--- src/verilog/kbd_cfg_pkg.sv ---
// package: register map, field positions and state types of the keyboard configuration block
package kbd_cfg_pkg;

  // ---------------------------------------------------------------
  // register indices (byte address = index * 4)
  // ---------------------------------------------------------------
  localparam logic [7:0]  IDX_IRQ_STATUS = 8'h00;
  localparam logic [7:0]  IDX_IRQ_MASK   = 8'h01;
  localparam logic [7:0]  IDX_SELECT     = 8'hF0;
  localparam logic [7:0]  IDX_RSVD_FIRST = 8'hF1;
  localparam logic [7:0]  IDX_RSVD_LAST  = 8'hFF;
  localparam int unsigned IDX_LSB        = 2;
  localparam int unsigned IDX_MSB        = 9;
  localparam logic [2:0]  HSIZE_WORD     = 3'h2;

  // ---------------------------------------------------------------
  // select register fields
  // ---------------------------------------------------------------
  localparam int unsigned SEL_AUX_POL    = 7;
  localparam int unsigned SEL_MOUSE_ISO  = 6;
  localparam int unsigned SEL_KBD_ISO    = 5;
  localparam int unsigned SEL_MOUSE_LAT  = 4;
  localparam int unsigned SEL_KBD_LAT    = 3;
  localparam int unsigned SEL_PORT92     = 2;
  localparam logic [7:0]  SEL_RESET      = 8'h00;
  localparam logic [7:0]  SEL_WMASK      = 8'hFC;

  // ---------------------------------------------------------------
  // interrupt status / mask bit positions
  // ---------------------------------------------------------------
  localparam int unsigned EV_MOUSE       = 0;
  localparam int unsigned EV_KBD         = 1;
  localparam logic [1:0]  EV_RESET       = 2'h0;

  // line level at idle; lines are open-drain and pulled high
  localparam logic [3:0]  LINES_IDLE     = 4'hF;

  typedef struct packed {
    logic kbd_data;
    logic kbd_clk;
    logic mouse_data;
    logic mouse_clk;
  } kbd_lines_type;

  typedef struct packed {
    logic [3:0]  s1;
    logic [3:0]  s2;
    logic [3:0]  s3;
    logic [3:0]  filt;
    logic [7:0]  sel;
    logic [1:0]  latch;
    logic [1:0]  prev;
    logic [1:0]  status;
    logic [1:0]  mask;
    logic        ap_valid;
    logic        ap_write;
    logic        rd_wait;
    logic [7:0]  ap_idx;
    logic [31:0] rdata;
  } kbd_state_type;

endpackage : kbd_cfg_pkg

--- src/verilog/kbd_cfg_select.sv ---
// keyboard controller configuration select register with line isolation and interrupt latching
//
// Function
// RULE1: select bit 7 sets auxiliary output polarity; 0 active low, 1 active high.
// RULE2: bit 6 set blocks mouse clock and data into core; clear passes them.
// RULE3: mouse isolation never touches the mouse data line to wake-up logic.
// RULE4: bit 5 set blocks keyboard clock and data into core; clear passes them.
// RULE5: keyboard isolation never touches the keyboard data line to wake-up logic.
// RULE6: bit 4 clear: mouse irq is raw AND latched; set: latched only.
// RULE7: bit 3 clear: keyboard irq is raw AND latched; set: latched only.
// RULE8: bit 2 disables port 92 when 0, enables it when 1.
// RULE9: select bits 1 and 0 are reserved with no function.
// RULE10: indices 0xF1 to 0xFF are reserved and read as zero.
// RULE11: isolated core clock and data inputs are held at idle high.
//
// Design decision made here: the AHB-Lite slave port.
`timescale 1ns/1ps
`default_nettype none

module kbd_cfg_select
  import kbd_cfg_pkg::*;
#(
  parameter int unsigned ADDR_W = 32
) (
  // clock and reset
  input  wire logic          clock,
  input  wire logic          arst_n,
  // ahb-lite slave
  input  wire logic          hsel,
  input  wire logic [31:0]   haddr,
  input  wire logic [1:0]    htrans,
  input  wire logic          hwrite,
  input  wire logic [2:0]    hsize,
  input  wire logic [31:0]   hwdata,
  input  wire logic          hready,
  output logic               hreadyout,
  output logic               hresp,
  output logic [31:0]        hrdata,
  // keyboard and mouse lines
  input  wire kbd_lines_type lines_pin,
  output kbd_lines_type      core_lines,
  output logic               wake_mouse_data,
  output logic               wake_keyboard_data,
  // keyboard core side
  input  wire logic          core_aux_bit2,
  input  wire logic          core_mouse_irq,
  input  wire logic          core_keyboard_irq,
  input  wire logic [1:0]    irq_latch_clear,
  // outputs to the system
  output logic               core_aux_output_bit2,
  output logic               mouse_irq,
  output logic               keyboard_irq,
  output logic               port92_enable,
  output logic               irq
);

  // ---------------------------------------------------------------
  // elaboration checks
  // ---------------------------------------------------------------
  if (ADDR_W < IDX_MSB + 1 || ADDR_W > 32) begin : g_bad_addr_w
    $error("ADDR_W must lie between 10 and 32");
  end

  kbd_state_type st_ff;
  kbd_state_type nxt_st;
  logic [1:0]    raw_irq;
  logic [1:0]    out_irq;
  logic [3:0]    iso_mask;
  logic          ap_ok;
  logic [1:0]    lat_only;
  logic          hi_zero;

  // ---------------------------------------------------------------
  // read multiplexer
  // ---------------------------------------------------------------
  function automatic logic [31:0] rd_value(input kbd_state_type s);
    logic [31:0] v;
    v = 32'h0000_0000;
    if (s.ap_valid) begin
      case (s.ap_idx)
        IDX_SELECT:     v = {24'h00_0000, s.sel};
        IDX_IRQ_STATUS: v = {30'h0000_0000, s.status};
        IDX_IRQ_MASK:   v = {30'h0000_0000, s.mask};
        default:        v = 32'h0000_0000; // RULE10
      endcase
    end
    return v;
  endfunction

  // ---------------------------------------------------------------
  // combinational outputs
  // ---------------------------------------------------------------
  assign raw_irq = {core_keyboard_irq, core_mouse_irq};

  // default keeps the pulse gated by the latch; latched-only mode stretches it
  assign lat_only[EV_MOUSE] = st_ff.sel[SEL_MOUSE_LAT]; // RULE6
  assign lat_only[EV_KBD]   = st_ff.sel[SEL_KBD_LAT]; // RULE7
  for (genvar i = 0; i < 2; i++) begin : g_irq_out
    assign out_irq[i] = lat_only[i] ? st_ff.latch[i]
                      : (raw_irq[i] & st_ff.latch[i]); // RULE6 RULE7
  end

  assign iso_mask = {{2{st_ff.sel[SEL_KBD_ISO]}}, {2{st_ff.sel[SEL_MOUSE_ISO]}}};
  // isolated lines read as idle so the core decodes no spurious bits
  assign core_lines = kbd_lines_type'(st_ff.filt | iso_mask); // RULE2 RULE4 RULE11
  // wake-up taps come straight from the filtered pins, ahead of isolation
  assign wake_mouse_data    = st_ff.filt[1]; // RULE3
  assign wake_keyboard_data = st_ff.filt[3]; // RULE5

  assign core_aux_output_bit2 = st_ff.sel[SEL_AUX_POL] ? core_aux_bit2 : ~core_aux_bit2; // RULE1
  assign mouse_irq     = out_irq[EV_MOUSE];
  assign keyboard_irq  = out_irq[EV_KBD];
  assign port92_enable = st_ff.sel[SEL_PORT92]; // RULE8
  assign irq           = |(st_ff.status & st_ff.mask);

  assign hreadyout = ~st_ff.rd_wait;
  assign hresp     = 1'b0;
  assign hrdata    = st_ff.rdata;

  // with the narrowest bus there are no bits left above the index to check
  if (ADDR_W > IDX_MSB + 1) begin : g_hi_chk
    assign hi_zero = (haddr[ADDR_W-1:IDX_MSB+1] == '0);
  end else begin : g_hi_none
    assign hi_zero = 1'b1;
  end

  assign ap_ok = (haddr[1:0] == 2'b00) && (hsize == HSIZE_WORD) && hi_zero;

  // ---------------------------------------------------------------
  // next state
  // ---------------------------------------------------------------
  always_comb begin
    nxt_st = st_ff;

    // three-stage sampler; a level is taken once stages two and three agree
    nxt_st.s1 = lines_pin;
    nxt_st.s2 = st_ff.s1;
    nxt_st.s3 = st_ff.s2;
    if (st_ff.s2 == st_ff.s3) begin
      nxt_st.filt = st_ff.s3;
    end

    // core interrupt latches: a new request wins over a clear in the same cycle
    for (int i = 0; i < 2; i++) begin
      if (raw_irq[i]) begin
        nxt_st.latch[i] = 1'b1;
      end else if (irq_latch_clear[i]) begin
        nxt_st.latch[i] = 1'b0;
      end
    end

    // data phase of a write
    if (st_ff.ap_valid && st_ff.ap_write) begin
      case (st_ff.ap_idx)
        IDX_SELECT:     nxt_st.sel = hwdata[7:0] & SEL_WMASK; // RULE9
        IDX_IRQ_STATUS: nxt_st.status = st_ff.status & ~hwdata[1:0];
        IDX_IRQ_MASK:   nxt_st.mask = hwdata[1:0];
        default:        nxt_st.sel = st_ff.sel; // RULE10
      endcase
    end

    // rising interrupt outputs set sticky status; set beats write-one-clear
    nxt_st.prev   = out_irq;
    nxt_st.status = nxt_st.status | (out_irq & ~st_ff.prev);

    // reads cost one wait state so a write just before is already visible
    if (st_ff.rd_wait) begin
      nxt_st.rdata   = rd_value(st_ff);
      nxt_st.rd_wait = 1'b0;
    end

    // address phase
    if (hready) begin
      nxt_st.ap_valid = 1'b0;
      nxt_st.ap_write = 1'b0;
      if (hsel && htrans[1]) begin
        nxt_st.ap_valid = ap_ok;
        nxt_st.ap_write = hwrite;
        nxt_st.ap_idx   = haddr[IDX_MSB:IDX_LSB];
        nxt_st.rd_wait  = ~hwrite;
      end
    end
  end

  // ---------------------------------------------------------------
  // state register
  // ---------------------------------------------------------------
  always_ff @(posedge clock or negedge arst_n) begin
    if (!arst_n) begin
      st_ff.s1       <= LINES_IDLE;
      st_ff.s2       <= LINES_IDLE;
      st_ff.s3       <= LINES_IDLE;
      st_ff.filt     <= LINES_IDLE;
      st_ff.sel      <= SEL_RESET;
      st_ff.latch    <= EV_RESET;
      st_ff.prev     <= EV_RESET;
      st_ff.status   <= EV_RESET;
      st_ff.mask     <= EV_RESET;
      st_ff.ap_valid <= 1'b0;
      st_ff.ap_write <= 1'b0;
      st_ff.rd_wait  <= 1'b0;
      st_ff.ap_idx   <= 8'h00;
      st_ff.rdata    <= 32'h0000_0000;
    end else begin
      st_ff <= nxt_st;
    end
  end
endmodule : kbd_cfg_select

`default_nettype wire

--- config.mk ---
export PLATFORM = sky130hd
export DESIGN_NAME = kbd_cfg_select
export DESIGN_NICKNAME = d
export VERILOG_FILES = /design/src/verilog/kbd_cfg_pkg.sv /design/src/verilog/kbd_cfg_select.sv
export SDC_FILE = /design/constraint.sdc
export NUM_CORES = 1
export LEC_CHECK = 0
export BUFFER_PORTS_ARGS = -buffer_cell sky130_fd_sc_hd__clkbuf_2
export CORE_MARGIN = 2
export CORE_UTILIZATION = 39
export DETAILED_ROUTE_END_ITERATION = 8
export HOLD_SLACK_MARGIN = 0.12
export PLACE_DENSITY_LB_ADDON = 0.2
export SLEW_MARGIN = 20
export SYNTH_ARGS = -nofsm -noshare
export SYNTH_HDL_FRONTEND = slang
export SYNTH_SLANG_ARGS = --single-unit
--- constraint.sdc ---
create_clock -name clock -period 2 [get_ports clock]
set_clock_uncertainty 0.05 [all_clocks]
set_input_delay 0.1 -clock clock [delete_from_list [all_inputs] [get_ports clock]]
set_output_delay 0.1 -clock clock [all_outputs]
set_load 0.02 [all_outputs]
======== Word level (Yosys, flattened, before mapping) ========
Index checks and enable logic that the tools add are counted.
word-level totals
  bits in latches ......................... 0
  bits of input ports ..................... 83
  ROM bits ................................ 0
  memories ................................ 0
  output and inout port bits .............. 45
  bits in writable memories ............... 0
  register bits after elaboration ......... 73
operators by class
  $lt $le $gt $ge ......................... 0
  bitwise logic cells ..................... 12
  multiplexer cells ....................... 14
  divide/modulo/power cells ............... 0
  shift-type cells ........................ 0
  reduce and logical (&&, ||, !) cells .... 13
  equal/unequal tests ..................... 4
  add/sub/neg operators ................... 0
  $mul .................................... 0
operator list
  cell                  number
  $pmux W8 S3           1
  $logic_not A22 Y1     1
  $mux W11              1
  $mux W9               1
  $eq A8 B1 Y1 const B  1
  $eq A8 B8 Y1 const B  1
  $logic_not A8 Y1      1
  $mux W8               1
  $mux W1               7
  $and A2 B2 Y2         3
  $reduce_and A2 Y1     3
  $eq A4 B4 Y1          1
  $logic_and A1 B1 Y1   4
  $mux W2               2
  $mux W4               1
  $not A2 Y2            2
  $or A4 B4 Y4          1
  $reduce_bool A2 Y1    2
  $eq A3 B2 Y1 const B  1
  $not A1 Y1            3
  $and A1 B1 Y1         2
  $logic_not A2 Y1      1
  $or A2 B2 Y2          1
  $reduce_or A2 Y1      1

======== Depth between registers and ports, before layout ========
Gate-level depths: netlist (run 1).
  depth after elaboration ................. 5
  depth in mapped cells ................... 4
  depth with buffers taken out ............ 4

======== Worst setup path before layout (run 1) ========
Ideal clock, no wire load.
  path type ............................... reg2reg
  start ................................... register st_ff[33] (netlist name)
  end ..................................... register st_ff (netlist bit iso_mask[0])
  setup time .............................. 0.125 ns
  cell stages (with the launch flop) ...... 5
  slack ................................... 0.115 ns
  clock period less this slack ............ 1.885 ns
  path buffers ............................ 0
  data arrival time ....................... 1.710 ns
  path through ............................ dfrtp_1 > or3_4 > or3_4 > nor3_4 > mux2_2
between the ends
  longest elaborated chain between the ends .. 2
ends and longest elaborated chain
  element                             line                   source
  from (decl)                         kbd_cfg_select.sv:64   kbd_state_type st_ff;
  from (signal assigned)              kbd_cfg_select.sv:205  st_ff <= nxt_st;
  $eq A8 B8 Y1                        kbd_cfg_select.sv:154  case (st_ff.ap_idx)
  $reduce_and A2 Y1 (no source line)  --
Every way passes these cells.
A chain may end at the register's enable or synchronous reset.

======== Worst setup path in the final report (run 1) ========
Same ends and word-level chain as after synthesis.

==> results.txt, run 1 <==
* Sw power: 609.8 uW
- Wire length per cell after detailed routing: 12.43 um
- Leaving out fill and tap cells, the most frequent cells in the layout are sky130_fd_sc_hd__clkbuf_2 (77), sky130_fd_sc_hd__dlygate4sd3_1 (42), sky130_fd_sc_hd__dfrtp_1 (33).
- Number of CTS-inserted buffers: 5
- Slew at the pin with the worst max-slew slack: 0.5887 ns
* RSZ-0062 raised after global routing: false
* Floorplan Core Area: approximately 0.0054 mm2
- Crit path largest cell delay: 0.40 ns
- GR Util met3: 4.138%
- Gate Count Post-Synth: 167
- Seq/Total Area, Yosys: 57.47%
- In this run the mean area of a mapped cell was 12.98 um2.
- Startpoint of the most critical register-to-register path: st_ff[33]$_DFFE_PN0P_
* CP Cell Sequence: or3_4 -> or3_4 -> nor3_4 -> buf_12 -> mux2_2
- Number of cell rows: 27
* Antenna violation net count after detailed routing: 0
- The clock reaches the later pin of the worst-skew pair after 0.30 ns.
- Of the total power, registers draw 51.1%.
* Die ar.: 0.006172 mm2
- In this run the deepest clock path goes through 2 buffers.
- The path class of the tightest hold or removal check is primary input to async pin.
- The synthesized design contains around 50 register bits.
* Crit-path slowest cell: sky130_fd_sc_hd__or3_4
- Hold violation total from the final report: 0
- TritonCTS built the clock tree.
* Largest driver fanout on the critical path: 6
* Cell area after synthesis: approximately 0.0022 mm2
* Final non-filler cell area: 0.003082 mm2
- Relative slew margins: 60.75%
* Switching part of the total: 26.88%
- Combinational logic is responsible for 20.1% of the overall power.
- Total of max-cap violations: 0
* Required time reported for the critical path endpoint: ~2.1 ns
- H-tree depth: 2
- Async set-or-reset flop fraction in the synthesized netlist: 100.0%
- Final weighted congestion in routability-driven placement: slightly above 0.7
* Routing usage on met1: 17.68%
- Congestion Overflow GR: 0
- Number of violations reported at the end of detailed-routing iteration 0: 46
- Layer with the highest usage after global routing: met2
* Internal power: 1.658 mW
* Warning count from the yosys run: 0
- The endpoint identified for the worst register-to-register timing path is iso_mask[0]$_DFFE_PN0P_.
- Register-to-Register Path Depth: 5
- Adding up every negative setup slack in the final design gives 0 ns.
- The worst setup path is of the flip-flop to flip-flop kind.
* Vias: 1629
- For this run, the post-layout net count is 373.
* Most frequent cell on the critical path: sky130_fd_sc_hd__or3_4
- Highest Clock Rate: 509.7 MHz
* Number of primary I/O pins: ~130
* Clock share of power: between 20% and 30%
* Length of the first detailed-routing pass in iterations: 4
* Worst reg-to-reg setup slack: ~0.038 ns
- After detailed placement, the total cell area comes to about 0.0025 mm2.
- Counting flops with a built-in enable in the synthesized netlist gives 0.
- The run finished with clean final reports.
- Number of pins with negative max-slew slack in the final report: 0
* Leakage component of the power: 1.518 nW
- Core occupancy in the finished layout: a little under three fifths
- The library cell used most frequently in the layout, excluding fill and tap cells, is sky130_fd_sc_hd__clkbuf_2.
- Global-route wire length before repair: 7362 um
- Dividing the final minimum period by the clock period gives between 90 and 100%.
- Number of gates resized after CTS: 0
- Number of port buffers: 77
- Die outline height: 78.57 um
* Period minus WS final: 1.962 ns
* Total clock sinks: slightly below 50
* Detailed-route DRC error count: 0
- Of the cells placed in the final design, the portion with a size suffix greater than 1 is ~47%.
- Vias per cell: 4.488
- Compared with the post-synthesis result, the final layout area differs by 42.12%.
- The initial utilization of the core area, before any placement, comes to 39.87%.
* CTS root buf: sky130_fd_sc_hd__clkbuf_8
- Number of filler instances in the final layout: 472
- VDD sags by at most around 0.43 mV.
- Measured along the x axis, the die boundary spans slightly below 80 um.
- In the final layout, the multi-input gates occupy 723.2 um2.
* Largest net degree at the start of global routing: 25
* Crit end category: flip-flop
- GRT Total Usage: 15.37%
* Clock transition time at the flip-flop clock pins of the worst setup and hold paths: 0.09 ns
* Kind of start point of the critical path: flip-flop
- Number of antenna violations at the first check in global routing: 0
- The most used flip-flop cell after synthesis is sky130_fd_sc_hd__dfrtp_1.
- For this run, global-route usage on met2 was measured as a little over a quarter.
- The number of global-route vias before repair is 1616.
- For the worst setup path, the data arrival time is 2.10 ns.
- For this block, the routed nets add up to 4511 um of wire.
- Across the whole layout, storage elements account for around 0.0012 mm2.
- Ant. Diodes: 0
- Detailed placement finished with a half-perimeter wire length of 3095 um.
* Setup-failing EPs final: 0
- Synthesis instantiated 27 different standard cells from the library.
- Power density over cell area: 736.0 mW/mm2
## layout make-up
| cell class | count | share of cell area, % |
|---|---|---|
| repair buffers | 127 | 28.50 |
| clock buffers | 6 | 3.045 |
| multi-input cells | 98 | 23.47 |
| inverters | 9 | 1.096 |
| flip-flops and latches | 49 | 40.44 |
| clock inverters | 2 | 0.5278 |
| well taps | 72 | 2.923 |
## synth_stat cells, types with 3 or more instances
cell type	number	share of area, %
sky130_fd_sc_hd__nor4_1	6	1.7
sky130_fd_sc_hd__or2_2	4	1.2
sky130_fd_sc_hd__mux2_2	20	10
sky130_fd_sc_hd__buf_4	33	11
sky130_fd_sc_hd__inv_1	9	1.6
sky130_fd_sc_hd__nand3_1	3	0.69
sky130_fd_sc_hd__a22o_1	9	3.6
sky130_fd_sc_hd__dfrtp_1	33	38
sky130_fd_sc_hd__dfstp_2	16	19
sky130_fd_sc_hd__xnor2_1	5	2.0
sky130_fd_sc_hd__nand4_1	5	1.4
## critical path: cells and delay by family (launching register included)
| kind | cells | cell delay, ns |
|---|---|---|
| flops | 1 | 0.38 |
| buf+inv | 1 | 0.14 |
| mux | 1 | 0.33 |
| simple gates | 3 | 0.94 |
## cells by family after synthesis
family / after synthesis / share of synthesized area [%]
buffers and inverters: 44 / 13.33
xor gates and xnor gates: 5 / 2.020
AOI/OAI and AO/OA: 20 / 7.328
and+or+nand+nor: 28 / 9.290
muxes: 20 / 10.39
other: 1 / 0.1729
DFF: 49 / 57.47
## worst max-delay path by stage
stage | to | startpoint | cells past startpoint
after floorplan | iso_mask[0]$_DFFE_PN0P_ | st_ff[33]$_DFFE_PN0P_ | 4
after global routing | iso_mask[0]$_DFFE_PN0P_ | st_ff[33]$_DFFE_PN0P_ | 5
after detailed placement | iso_mask[2]$_DFFE_PN0P_ | st_ff[33]$_DFFE_PN0P_ | 5
after global placement | lat_only[0]$_DFFE_PN0P_ | st_ff[33]$_DFFE_PN0P_ | 5
final | iso_mask[0]$_DFFE_PN0P_ | st_ff[33]$_DFFE_PN0P_ | 5
after CTS | iso_mask[2]$_DFFE_PN0P_ | st_ff[33]$_DFFE_PN0P_ | 5
## repair_timing
| action | 4_1_cts | 5_1_grt |
|---|---|---|
| buffers inserted | 0 | 2 |
| hold endpoints to repair | 51 | 0 |
| hold buffers | 42 | 0 |
| setup endpoints to repair | 0 | 4 |
## power by group through the flow
| stage | clock network (mW) | registers (mW) | logic, mW |
|---|---|---|---|
| after floorplan | 0 | 1.19 | 0.263 |
| after global placement | 0 | 1.17 | 0.387 |
| after detailed placement | 0 | 1.18 | 0.391 |
| after CTS | 0.680 | 1.16 | 0.451 |
| after global routing | 0.729 | 1.17 | 0.492 |
| final | 0.654 | 1.16 | 0.456 |
## metal layers
layer / vias to the layer above / part of all wire, % / wire, um
met5: - / 0 / 0
met4: 0 / 2.5 / 113
met3: 12 / 5.7 / 257
met2: 65 / 51 / 2314
met1: 776 / 40 / 1826
li1: 776 / - / -
## registers in the layout (all words and copies together) (netlist names)
signal              count
lat_only                2
wake_keyboard_data      1
port92_enable           1
hrdata                  8
wake_mouse_data         1
iso_mask                2
st_ff                  26
nxt_st                  8
## through the flow
stage	hold WS (ns)	power [mW]	setup WS, ns	instances
global route	0.3186	2.393	0.001998	363
floorplan	-0.2456	1.448	0.1150	191
detailed placement	0.08126	1.570	0.02810	311
CTS	0.2822	2.292	0.01664	361
finish	0.2721	2.268	0.03809	363
global placement	0.08385	1.560	0.04071	311
Power figures use the tool's default switching activity.
==> run 2, diff against run 1 <==
- CORE_ASPECT_RATIO: default -> 0.9
==> run 2 against run 1 <==
Against the previous run:
- fmax is 0.23% higher
- critical path depth did not move
- clock power is essentially flat
- non-clock buffer count decreased by 2
- wire length grew 1.8%
- sequential cell count is the same
- die area is essentially flat
==> results.txt, run 2 (synthesis gave the netlist of run 1 again) <==
* Critical path start-end classification: flip-flop to flip-flop
- Clock tree from TritonCTS: yes
- Core occupancy in the finished layout: 57.95%
- RSZ-0062 raised after global routing: true
- Detailed-route DRC error count: 0
* Final weighted congestion in routability-driven placement: between 0.7 and 0.8
- The clock passes through at most 2 buffers.
- For the worst setup path, the data required time is 2.14 ns.
- Fill cells in the final layout number 457.
- Detailed placement finished with a half-perimeter wire length of 3045 um.
- Global routing consumed, over all layers together, approximately 16% of the routing resources.
- The first global-routing pass estimated between 7000 and 8000 um of wire.
* Period minus WS final: 1.957 ns
* Number of antenna violations at the first check in global routing: 0
* Highest Clock Rate: 510.9 MHz
* Class of the most critical hold timing path: primary input to flip-flop
- In this run the tightest slew margin relative to its limit is 60.17%.
- Hold violation total from the final report: 0
- Across the run, the number of max-cap violations was 0.
- The register with the most flip-flops in the final layout is st_ff.
- Wires add up to 4593 um.
- After detailed routing, the number of vias per cell comes to 4.610.
* Kind of start point of the critical path: flip-flop
- Most frequent cell on the critical path: sky130_fd_sc_hd__or3_4
- Status: complete, no violations
- Startpoint of the lowest-slack hold path: htrans[1]
- The library cell used most frequently in the layout, excluding fill and tap cells, is sky130_fd_sc_hd__clkbuf_2.
* Via count of the first global-routing pass: 1691
- Floorplan Core Area: about 0.0053 mm2
* Leakage component of the power: 1.519 nW
* Cell depth of the worst min-delay path: 3
* Worst path depth: 5
* Commonest cells after routing, fill and taps aside: sky130_fd_sc_hd__clkbuf_2 (77), sky130_fd_sc_hd__dlygate4sd3_1 (42), sky130_fd_sc_hd__dfrtp_1 (33)
* Crit path largest cell delay: 0.40 ns
- The final layout contains 371 nets.
* Length of the first detailed-routing pass in iterations: 4
- Register-to-Register Path Depth: 5
* Insertion delay to the later sink of the worst-skew pair: 0.30 ns
* Congestion Overflow GR: 0
- Number of primary I/O pins: 128
- The worst setup path is captured at a flip-flop.
* Ant. Diodes: 0
- Crit-path leading delay family: simple AND/OR/NAND/NOR gates
- Buffers inserted during clock tree synthesis total 5.
* Crit path arrival time: 2.10 ns
- Sum of buffers and inverters on the critical path: 1
- Power density over cell area: between 700 and 800 mW/mm2
* Crit-path slowest cell: sky130_fd_sc_hd__or3_4
- The initial utilization of the core area, before any placement, comes to 40.78%.
* Relative area change from synthesis to final layout: 42.12%
- Setup-failing EPs final: 0
* Total clock sinks: 49
- The clock tree synthesis step divided the H-tree into 2 levels.
* Number of port buffers: slightly below 80
- CP Cell Sequence: or3_4 -> or3_4 -> nor3_4 -> buf_12 -> mux2_4
- Summing all non-filler instances in the final layout gives an area of 0.003082 mm2.
- CP startpoint: st_ff[34]$_DFFE_PN0P_
- In the final layout, the share of cells above drive strength 1 is roughly 47%.
- DIE WIDTH: 82.60 um
- For the pin with the worst max-slew slack, the measured transition is 0.5975 ns.
- Wire length per cell after detailed routing: 12.90 um
* Largest net degree at the start of global routing: 50
* Flip-flop count of the largest register, all copies and words added: 26
- The worst path uses 97.87% of the clock period.
* Placed instance area: 0.002522 mm2
- Antenna violation net count after detailed routing: 0
* Startpoint of the most critical register-to-register path: st_ff[34]$_DFFE_PN0P_
- Die ar.: 0.006173 mm2
- IR analysis of the VDD net gives a maximum drop of 0.3928 mV.
* Number of violations reported at the end of detailed-routing iteration 0: 24
- The floorplan has 25 rows.
- CTS root buf: sky130_fd_sc_hd__clkbuf_8
- Measured along the y axis, the die boundary spans 74.74 um.
- The routed layout has 1641 vias.
- Along the worst path, the maximum fanout reaches 6.
- The final max-slew violation count is 0.
* Clock transition time at the flip-flop clock pins of the worst setup and hold paths: 0.09 ns
==> run 2: cell count changes in the layout (fill, tap and decap cells not counted) <==
cell / delta
sky130_fd_sc_hd__mux2_2: -6
sky130_fd_sc_hd__mux2_4: +6
sky130_fd_sc_hd__buf_4: -2
sky130_fd_sc_hd__inv_4: +1
sky130_fd_sc_hd__clkinvlp_4: -1
==> run 2: where the power goes <==
part           switching [mW]  internal [mW]  leakage (nW)
sequential             0.0516           1.11         0.587
clock                   0.328          0.325        0.0569
combinational           0.229          0.222         0.875
total                   0.609           1.65          1.52
==> run 2: cell type report <==
type	count	area [um2]	area share, %
clock buffers	6	93.84	3.045
clock inverters	2	15.01	0.4872
inverters	9	33.78	1.096
multi-input cells	98	745.7	24.20
flip-flops and latches	49	1246	40.44
well taps	67	83.83	2.720
repair buffers	125	863.3	28.01
==> run 2: layer usage <==
layer | share of wire [%] | vias up | wire (um) | global-route usage [%]
li1 | - | 778 | - | -
met1 | 40 | 783 | 1860 | 18.57
met2 | 50 | 62 | 2295 | 27.87
met3 | 6.1 | 18 | 282 | 4.197
met4 | 3.4 | 0 | 155 | 7.650
met5 | 0 | - | 0 | 0
==> run 2: final timing paths <==
path | to | slack (ns)
max | iso_mask[0]$_DFFE_PN0P_ | 0.04
min | st_ff[40]$_DFF_PN0_ | 0.31
max reg2reg | iso_mask[0]$_DFFE_PN0P_ | 0.04
min reg2reg | nxt_st[65]$_DFF_PN1_ | 0.31
max in group asynchronous | st_ff[42]$_DFFE_PN0P_ | 1.13
min in group asynchronous | st_ff[44]$_DFFE_PN0P_ | 0.37
==> run 2: worst min-delay path: cells and delay by family <==
kind                   cells  cell delay, ns
buffers and inverters      1            0.08
AND/OR/NAND/NOR            2            0.45
==> run 2: metrics by stage <==
step / hold WS [ns] / setup slack (ns) / total power, mW / TNS (ns) / std cells
detailed placement: 0.1388 / 0.02062 / 1.571 / 0 / 305
global route: 0.3188 / -0.02492 / 2.398 / -0.06759 / 356
CTS: 0.3081 / 0.01228 / 2.294 / 0 / 355
floorplan: -0.2456 / 0.1150 / 1.448 / 0 / 191
finish: 0.3080 / 0.04269 / 2.263 / 0 / 356
global placement: 0.1376 / 0.04433 / 1.563 / 0 / 305
==> run 2: repair_timing <==
item | 4_1_cts | 5_1_grt
buffers inserted | 0 | 1
hold buffers | 42 | 0
endpoints found under the setup margin | 0 | 6
gates resized for setup | 0 | 6
hold endpoints to repair | 62 | 0
